==> config.mk <==
export PLATFORM = sky130hd
export DESIGN_NAME = uv_ov_fault_status_regs
export DESIGN_NICKNAME = d
export VERILOG_FILES = /design/src/hw/fault_status_pkg.sv /design/src/hw/uv_ov_fault_status_regs.sv
export SDC_FILE = /design/constraint.sdc
export NUM_CORES = 1
export LEC_CHECK = 0
export ABC_AREA = 1
export BUFFER_PORTS_ARGS = -buffer_cell sky130_fd_sc_hd__buf_2
export CAP_MARGIN = 20
export CORE_MARGIN = 5
export CORE_UTILIZATION = 42
export CTS_CLUSTER_DIAMETER = 80
export DETAILED_ROUTE_END_ITERATION = 8
export PLACE_DENSITY_LB_ADDON = 0.3
export SETUP_SLACK_MARGIN = 0.4
export SYNTH_ARGS = -nofsm -noshare
export SYNTH_HDL_FRONTEND = slang
export SYNTH_SLANG_ARGS = --single-unit
==> constraint.sdc <==
create_clock -name clk -period 1 [get_ports clk]
set_input_delay 0.1 -clock clk [delete_from_list [all_inputs] [get_ports clk]]
set_output_delay 0.1 -clock clk [all_outputs]
set_load 0.01 [all_outputs]
==> src/hw/fault_status_pkg.sv <==
// constants and carrier types for the voltage fault status register pair
// assumes an upstream serial-bus engine that presents byte-wide register accesses
// Function
// - channels 4, 3 and 2 put their low-frequency undervoltage flags at bits 3, 2 and 1.
// - a low-frequency undervoltage flag sets when its channel level falls below its threshold while its channel interrupt enable is on.
// - channels 4, 3 and 2 put their high-frequency overvoltage flags at bits 3, 2 and 1.
// - a high-frequency overvoltage flag sets when its channel level rises above its threshold while its channel interrupt enable is on.
// - every flag stays set after recovery and only a host write of one may clear it.
// - a write of one clears an undervoltage flag only if the level is back at or above its threshold.
// - a write of one clears an overvoltage flag only if the level is back at or below its threshold.
// - an undervoltage flag reads zero while its channel interrupt enable is off.
// - an overvoltage flag reads zero while its channel interrupt enable is off.
// - both registers reset to zero and bits 7 to 4 and bit 0 always read zero.
// - the summary undervoltage low-frequency bit is the OR of the undervoltage register.
// - the summary overvoltage high-frequency bit is the OR of the overvoltage register.
package fault_status_pkg;

    localparam int ADDR_W = 8;
    localparam int DATA_W = 8;

    localparam logic [ADDR_W-1:0] LF_UNDERVOLT_STATUS_OFS = 8'h14;
    localparam logic [ADDR_W-1:0] HF_OVERVOLT_STATUS_OFS = 8'h16;

    localparam logic [DATA_W-1:0] STATUS_RESET = 8'h00;
    // flag bits 3..1 map to monitor channels 4..2
    localparam int CH_LO_BIT = 1;
    localparam int CH_HI_BIT = 3;
    localparam logic [DATA_W-1:0] FLAG_MASK = 8'h0E;

    typedef struct packed {
        logic [ADDR_W-1:0] addr;
        logic wr;
        logic rd;
        logic [DATA_W-1:0] wdata;
    } reg_req_s;

    typedef struct packed {
        logic valid;
        logic [DATA_W-1:0] rdata;
    } reg_rsp_s;

endpackage

==> src/hw/uv_ov_fault_status_regs.sv <==
// sticky undervoltage (low-frequency) and overvoltage (high-frequency) fault status
// one sticky cell per channel and register; the top decodes, masks and answers
// reads answer one cycle after the strobe; summaries follow the flags one cycle later, in step with a read answer
// assumes the bus engine gives one-cycle wr/rd strobes and levels synchronous to clk
// threshold, enable registers and the serial transport sit outside this file
// no interrupt logic lives here; the enables only mask and gate the flags
`timescale 1ns/10ps
`default_nettype none

module uv_ov_fault_status_regs
    import fault_status_pkg::*;
#(
    parameter int LEVEL_W = 8
) (
    // clock and reset
    input wire logic clk,
    input wire logic nrst,
    // register access from bus engine
    input wire reg_req_s req,
    output reg_rsp_s rsp,
    // per-channel levels, index 3..1 = channels 4..2
    input wire logic [3:1][LEVEL_W-1:0] lf_monitor_level,
    input wire logic [3:1][LEVEL_W-1:0] lf_undervolt_threshold,
    input wire logic [3:1][LEVEL_W-1:0] hf_monitor_level,
    input wire logic [3:1][LEVEL_W-1:0] hf_overvolt_threshold,
    // interrupt enables from the enable registers
    input wire logic [3:1] lf_undervolt_irq_enable,
    input wire logic [3:1] hf_overvolt_irq_enable,
    // summary bits
    output logic uv_lf_summary,
    output logic ov_hf_summary
);

    // channel count follows the flag slice; the port arrays are fixed at three
    localparam int NCH = CH_HI_BIT - CH_LO_BIT + 1;

    // elaboration checks: refuse what the compare and the byte map cannot serve
    if (LEVEL_W < 1 || LEVEL_W > 32) begin : g_bad_width
        $error("LEVEL_W out of range");
    end
    if (CH_LO_BIT < 1 || CH_HI_BIT >= DATA_W) begin : g_bad_slice
        $error("flag slice does not fit the data byte");
    end
    if (NCH != 3) begin : g_bad_count
        $error("channel ports are sized for three channels");
    end
    if (ADDR_W != 8 || DATA_W != 8) begin : g_bad_bus
        $error("register port must be byte wide with byte addresses");
    end
    if (LF_UNDERVOLT_STATUS_OFS == HF_OVERVOLT_STATUS_OFS) begin : g_bad_ofs
        $error("the two status registers share an offset");
    end

    // clear requests per channel, already cut to the flag slice
    logic [3:1] uv_clr_req;
    logic [3:1] ov_clr_req;

    // stored flags, before the enable mask
    logic [3:1] lf_undervolt_flag;
    logic [3:1] hf_overvolt_flag;

    // decoded strobes
    logic uv_wr_hit;
    logic ov_wr_hit;
    logic uv_rd_hit;
    logic ov_rd_hit;

    // visible register bytes
    logic [DATA_W-1:0] uv_view;
    logic [DATA_W-1:0] ov_view;

    // read answer group
    reg_rsp_s rsp_q;
    reg_rsp_s rsp_d;

    // summary groups
    logic uv_sum_q;
    logic uv_sum_d;
    logic ov_sum_q;
    logic ov_sum_d;

    // byte map: channel n lands at bit n-1, everything else reads zero
    function automatic logic [DATA_W-1:0] place_flags(input logic [3:1] flags);
        logic [DATA_W-1:0] byte_v;
        byte_v = STATUS_RESET;
        byte_v[CH_HI_BIT:CH_LO_BIT] = flags;
        return byte_v;
    endfunction

    // the mask constant must agree with the byte map
    if (FLAG_MASK != place_flags(3'h7)) begin : g_bad_mask
        $error("flag mask disagrees with the byte map");
    end

    // write decode: exact 8-bit compare, other addresses never clear anything
    always_comb begin
        uv_wr_hit = req.wr && (req.addr == LF_UNDERVOLT_STATUS_OFS);
        ov_wr_hit = req.wr && (req.addr == HF_OVERVOLT_STATUS_OFS);
    end

    // read decode: other addresses still answer, with a zero byte
    always_comb begin
        uv_rd_hit = req.rd && (req.addr == LF_UNDERVOLT_STATUS_OFS);
        ov_rd_hit = req.rd && (req.addr == HF_OVERVOLT_STATUS_OFS);
    end

    // undervolt clear: ones in bits 3..1 ask, zeros and reserved bits do nothing
    always_comb begin
        uv_clr_req = '0;
        if (uv_wr_hit) begin
            uv_clr_req = req.wdata[CH_HI_BIT:CH_LO_BIT];
        end
    end

    // overvolt clear: same byte map as the undervolt register
    always_comb begin
        ov_clr_req = '0;
        if (ov_wr_hit) begin
            ov_clr_req = req.wdata[CH_HI_BIT:CH_LO_BIT];
        end
    end

    // undervolt cells trip strictly below their threshold
    for (genvar ch = CH_LO_BIT; ch <= CH_HI_BIT; ch++) begin : g_uv_chan
        fault_flag_cell #(
            .LEVEL_W(LEVEL_W),
            .TRIP_ABOVE(1'b0)
        ) i_fault_flag_cell (
            // clock and reset
            .clk(clk),
            .nrst(nrst),
            // channel level and limit
            .level(lf_monitor_level[ch]),
            .threshold(lf_undervolt_threshold[ch]),
            // register side
            .irq_enable(lf_undervolt_irq_enable[ch]),
            .clear_req(uv_clr_req[ch]),
            // stored flag
            .flag(lf_undervolt_flag[ch])
        );
    end

    // overvolt cells trip strictly above their threshold
    for (genvar ch = CH_LO_BIT; ch <= CH_HI_BIT; ch++) begin : g_ov_chan
        fault_flag_cell #(
            .LEVEL_W(LEVEL_W),
            .TRIP_ABOVE(1'b1)
        ) i_fault_flag_cell (
            // clock and reset
            .clk(clk),
            .nrst(nrst),
            // channel level and limit
            .level(hf_monitor_level[ch]),
            .threshold(hf_overvolt_threshold[ch]),
            // register side
            .irq_enable(hf_overvolt_irq_enable[ch]),
            .clear_req(ov_clr_req[ch]),
            // stored flag
            .flag(hf_overvolt_flag[ch])
        );
    end

    // reserved bits stay zero and a disabled channel reads zero
    always_comb begin
        uv_view = place_flags(lf_undervolt_flag
            & lf_undervolt_irq_enable);
    end

    // the mask only hides a stored flag; enabling the channel again shows it
    always_comb begin
        ov_view = place_flags(hf_overvolt_flag
            & hf_overvolt_irq_enable);
    end

    // read answer: c0 strobe taken, c1 valid and data, c2 back to zero
    // a read and a write in one cycle return the flags from before the write
    always_comb begin
        // any read is answered, mapped or not
        rsp_d.valid = req.rd;
        rsp_d.rdata = STATUS_RESET;
        case ({uv_rd_hit, ov_rd_hit})
            2'h2: rsp_d.rdata = uv_view;
            2'h1: rsp_d.rdata = ov_view;
            default: rsp_d.rdata = STATUS_RESET;
        endcase
    end

    // one flop stage, so rdata is zero outside the valid pulse
    always_ff @(posedge clk or negedge nrst) begin
        if (!nrst) begin
            rsp_q.valid <= 1'b0;
            rsp_q.rdata <= STATUS_RESET;
        end else begin
            rsp_q <= rsp_d;
        end
    end

    // summaries lag the visible bytes one cycle so that they leave from flops
    always_comb begin
        uv_sum_d = |uv_view;
    end

    always_ff @(posedge clk or negedge nrst) begin
        if (!nrst) begin
            uv_sum_q <= 1'b0;
        end else begin
            uv_sum_q <= uv_sum_d;
        end
    end

    // masked flags do not count towards the summary
    always_comb begin
        ov_sum_d = |ov_view;
    end

    // reset clears the summary together with its flags
    always_ff @(posedge clk or negedge nrst) begin
        if (!nrst) begin
            ov_sum_q <= 1'b0;
        end else begin
            ov_sum_q <= ov_sum_d;
        end
    end

    assign rsp = rsp_q;
    assign uv_lf_summary = uv_sum_q;
    assign ov_hf_summary = ov_sum_q;

endmodule

// one sticky fault flag: sets on its trip condition while irq_enable is high, clears on a granted write of one
// the compare is unsigned; level and limit are plain codes of one scale
module fault_flag_cell
    import fault_status_pkg::*;
#(
    parameter int LEVEL_W = 8,
    parameter bit TRIP_ABOVE = 1'b0
) (
    // clock and reset
    input wire logic clk,
    input wire logic nrst,
    // level and limit of one channel
    input wire logic [LEVEL_W-1:0] level,
    input wire logic [LEVEL_W-1:0] threshold,
    // control from the register side
    input wire logic irq_enable,
    input wire logic clear_req,
    // stored flag
    output logic flag
);

    if (LEVEL_W < 1 || LEVEL_W > 32) begin : g_bad_width
        $error("LEVEL_W out of range");
    end

    // trip, grant and set terms
    logic below;
    logic above;
    logic cond;
    logic clear_ok;
    logic set_now;
    logic flag_q;
    logic flag_d;

    // strict compare: a level equal to its limit is never a fault
    always_comb begin
        below = level < threshold;
        above = level > threshold;
    end

    // pick the trip direction for this cell
    always_comb begin
        cond = TRIP_ABOVE ? above : below;
        // a clear is granted only once the level is no longer past its limit
        clear_ok = clear_req && !cond;
        set_now = cond && irq_enable;
    end

    // set wins over a granted clear in the same cycle
    // a disabled channel neither latches nor shows a new fault
    always_comb begin
        flag_d = flag_q;
        if (clear_ok) begin
            flag_d = 1'b0;
        end
        if (set_now) begin
            flag_d = 1'b1;
        end
    end

    // nothing but a granted clear or reset drops the flag
    always_ff @(posedge clk or negedge nrst) begin
        if (!nrst) begin
            flag_q <= 1'b0;
        end else begin
            flag_q <= flag_d;
        end
    end

    assign flag = flag_q;

endmodule

`default_nettype wire

Word-level counts from Yosys, hierarchy flattened
Index checks and enable logic that the tools add are counted.
{"block": "totals", "regBits": 17, "output_inout_bits": 11}
{"block": "classes", "n_lt_le_gt_ge": 6, "n_eq_ne": 4, "mux": 15, "bitwise_logic": 2, "n_reduce_logical": 30}
{"cell": "$gt A8 B8 Y1", "count": 3}
{"cell": "$lt A8 B8 Y1", "count": 3}
{"cell": "$eq A8 B5 Y1 const B", "count": 2}
{"cell": "$logic_and A1 B1 Y1", "count": 16}
{"cell": "$mux W1", "count": 12}
{"cell": "$reduce_bool A2 Y1", "count": 6}
{"cell": "$pmux W4 S2", "count": 1}
{"cell": "$and A3 B3 Y3", "count": 2}
{"cell": "$logic_not A1 Y1", "count": 6}
{"cell": "$mux W3", "count": 2}
{"cell": "$reduce_or A3 Y1", "count": 2}
{"cell": "$eq A2 B1 Y1 const B", "count": 1}
{"cell": "$eq A2 B2 Y1 const B", "count": 1}

Logic depth before layout (Yosys ltp)
{"block": "depth", "word_depth": 6, "ltp_mapped": 11}

Modules after synthesis
A second synthesis with hierarchy kept.
{"block": "hier_totals", "cells_unflattened": 309, "hier_area_um2": 1929.4}
{"module": "fault_flag_cell (g_ov_chan[1].i_fault_flag_cell ...)", "n_inst": 3, "cells_each": 43, "area_per_inst_um2": 262.8, "seq_area_each_um2": 25.0}
{"module": "fault_flag_cell (g_uv_chan[1].i_fault_flag_cell ...)", "n_inst": 3, "cells_each": 40, "area_per_inst_um2": 235.2, "seq_area_each_um2": 25.0}
{"module": "uv_ov_fault_status_regs", "n_inst": 1, "cells_each": 60, "area_per_inst_um2": 435.4, "seq_area_each_um2": 150.1}

Worst setup path before layout
Ideal clock, no wire load.
{"block": "synth_timing", "kind": "input port to flip-flop", "from": "in req[15] (netlist bit)", "to": "reg rsp_q (netlist bit rsp[1])", "arrival_time_ns": 0.970, "required_ns": 0.923, "path_slack_ns": -0.048, "path_stages": 5, "path_buffers": 0, "path_cell_list": "or2_4 -> nor2_8 -> nand3_2 -> ha_1 -> a21oi_1"}
{"item": "start, declared", "line_no": "uv_ov_fault_status_regs.sv:19", "source": "input wire reg_req_s req,"}
{"item": "end signal, assigned", "line_no": "uv_ov_fault_status_regs.sv:194", "source": "rsp_q <= rsp_d;"}
{"item": "end, declared", "line_no": "uv_ov_fault_status_regs.sv:73", "source": "reg_rsp_s rsp_q;"}

==> results.ini <==
[outcome]
outcome = finished, final reports clean

[hold_path]
holdPathEnd = rsp[8]
hold_path_class = primary input to flop
min-delay-start = req[8]
whs_path_depth = 1

[floorplanning]
die_w_um = 77.6
core_region_area_mm2 = 0.00438
die_area_mm2 = 0.00602
start_util_pct = 43.8
io_pins = 133
rows = 24
die_h_um = 77.6

[place]
gp_congestion = 0.786
hpwlAfterDp_um = 4680
io_buffers = 122
dp_cells = 470

[cts]
cts_buffers = 3
root_buffer = clkbuf_8
path_clk_slew_ns = 0.05
clock_sinks = 12
cts_max_level = 1
cts_tree = yes
cts_buffer_depth = 2
clkLatencyLatePin_ns = 0.24

[synthesis]
synth-compound-area-share_pct = 7.04
ys_seq_elements = 12
synth_mux_area_share_pct = 0
syn_area_mm2 = 0.00192
async_reset_ff_share_pct = 100
ys_top_cells_by_area = ha_1 (31%), nand2_1 (16%), dfrtp_1 (16%)
synth_edf_count = 0
yosysSeqAreaShare_pct = 15.6
syn_inst = 293
synth_warnings = 0
synth_common_cells = nand2_1 (83), inv_1 (69), ha_1 (47), nor2_1 (21), a21oi_1 (18)
avgSynthCellArea_um2 = 6.55
yosys.area_share.adder_pct = 30.6
synth_most_common_cell = nand2_1
synth_top_family_by_area = adder cells
synth_ff_type = dfrtp_1
synthDistinctLibCells = 20
synthSimpleGateAreaFrac_pct = 30.4
synth_top_area_cell = ha_1
yosys.area_share.xor_xnor_pct = 0
synth_top_area_share_pct = 30.6

[detailed_routing]
postRouteWirelength_um = 5410
met2_length_um = 2880
drt_first_iter_violations = 55
routed-wl-met3_um = 480
routedWlPerCell_um = 11.2
routed_via_density = 4.57
top_layer_used = met4
routed-via-count = 2207
drc = 0
firstDrtPassIters = 4
wl_met1_um = 1960
antenna_left = 0

[global_route]
grt_pass1_wl_um = 9380
grt_pass1_vias = 2285
gr-usage-all-layers_pct = 18.3
grt_overflow = 0
grt_antenna_before_repair = 0
grt_max_degree = 13

[layout]
fillers = 366
fin_nets = 602
stdcell_count = 483
num_antenna_cells = 0
syn_to_final_growth_pct = 70.7
drive_gt1_share_pct = 50.1

[setup_path]
reg2reg_slack_ns = 0.15
r2r_end = g_uv_chan[1].i_fault_flag_cell.flag
cp.buffers_inverters = 2
cpLargestDelayFamily = simple AND/OR/NAND/NOR gates
critPathMaxFanout = 3
critPathRequiredTime_ns = 1.17
cp_slowest_cell = or2_4
end_kind = flop
cpPeakStageDelay_ns = 0.26
r2r_cells = 4
startpoint_type = primary input
path_cells = buf_6 > or2_4 > nor2_8 > nand3_4 > inv_4 > ha_4 > nand3_2 > a21oi_2
crit_type = primary input to flop
timing.rr.start = g_uv_chan[1].i_fault_flag_cell.flag
arrival_ns = 1.13

[sta]
finalCriticalPeriod_ns = 0.964
finalSetupTns_ns = 0
skew_ns = 0.00198
final-max-slew-violation-count = 0
setup_viol_count_final = 0
rsz0062_at_grt = yes
holdWs_ns = 0.0581
final_hold_viol_count = 0
max_freq_ghz = 1.04
post-route-period-util_pct = 96.4

[power_and_ir_drop]
internal_power_mw = 1.25
swShare_pct = 34.2
power_frac_seq_pct = 26.1
p_leak_nw = 1.84
ir_drop_uv = 572
power_mw = 1.90
p_switching_mw = 0.649
power_density_mw_per_mm2 = 579
p_clk_share_pct = 22.7
pwr-share-comb_pct = 51.2

[job]
max-cap-violations = 0

final cells by class:
type | instances | area (um^2) | share of cell area [%]
inverter | 72 | 388 | 11.8
sequential | 12 | 300 | 9.17
tap | 52 | 65.1 | 1.99
multi-input combinational | 208 | 1720 | 52.4
timing repair buffer | 136 | 764 | 23.3
clock buffer | 3 | 41.3 | 1.26
metal layers:
layer | track usage (%) | vias up
li1 | - | 1176
met1 | 19.8 | 946
met2 | 33.7 | 74
met3 | 6.13 | 11
met4 | 4.64 | 0
met5 | 0 | -
power by group through the flow:
stage	clock network, mW	registers, mW	logic, mW
floorplan	0	0.505	0.554
global placement	0	0.502	0.916
detailed placement	0	0.502	0.956
CTS	0.442	0.494	0.974
global route	0.459	0.495	1.14
finish	0.431	0.495	0.972
kinds of logic (layout without fill, tap and decap cells):
logic type	Yosys count	after routing
DFF	12	12
and+or+nand+nor	132	132
adders and majority gates	47	47
other	1	5
AOI/OAI and AO/OA	24	24
buffers and inverters	77	211
placed cells by master, fill, tap and decap left out, types with 2 or more instances in the layout:
cell type    n
inv_4        6
nor2_2       2
clkbuf_8     3
buf_6        9
nand2_1     77
a21oi_1     12
a21oi_2      6
inv_2        9
nor3b_2      3
inv_1       47
a21o_1       3
buf_2      117
buf_4        9
inv_12       6
nor2_1      21
o211ai_1     3
nand3_1      4
ha_4        23
nand2_2      7
inv_8        3
conb_1       5
nand4_1      6
nand3_2      7
ha_1        24
nand3_4      2
dfrtp_1     12
through the flow:
step | worst slack (ns) | instance area [um^2] | util [%]
global placement | -0.162 | 3010 | 68.8
global route | 0.000825 | 3280 | 74.7
detailed placement | -0.220 | 3010 | 68.8
floorplan | -0.0476 | 2350 | -
CTS | 0.0414 | 3160 | 72.1
finish | 0.0365 | 3280 | 74.7
what timing repair did:
action	in CTS	in global routing
setup endpoints to repair	17	17
hold buffers	1	0
pin swaps	9	8
gates resized for setup	15	17
setup buffers	2	7
hold endpoints to repair	12	0
flip-flops by register name, summed over array words and instances (netlist names):
| name | count |
|---|---|
| uv_lf_summary | 1 |
| ov_hf_summary | 1 |
| g_uv_chan.i_fault_flag_cell.flag | 3 |
| rsp | 4 |
| g_ov_chan.i_fault_flag_cell.flag | 3 |
how the worst max path moves through the flow:
stage / from / to / slack, ns / cells after the start
final: req[17] / rsp[1] / 0.04 / 8
after global routing: req[17] / rsp[1] / 0.0008 / 8
after CTS: req[17] / rsp[3] / 0.04 / 8
after detailed placement: req[15] / rsp[3] / -0.22 / 8
after global placement: req[15] / rsp[3] / -0.16 / 8
after floorplan: req[15] / rsp[1] / -0.05 / 5
(Power assumes the default switching activity.)
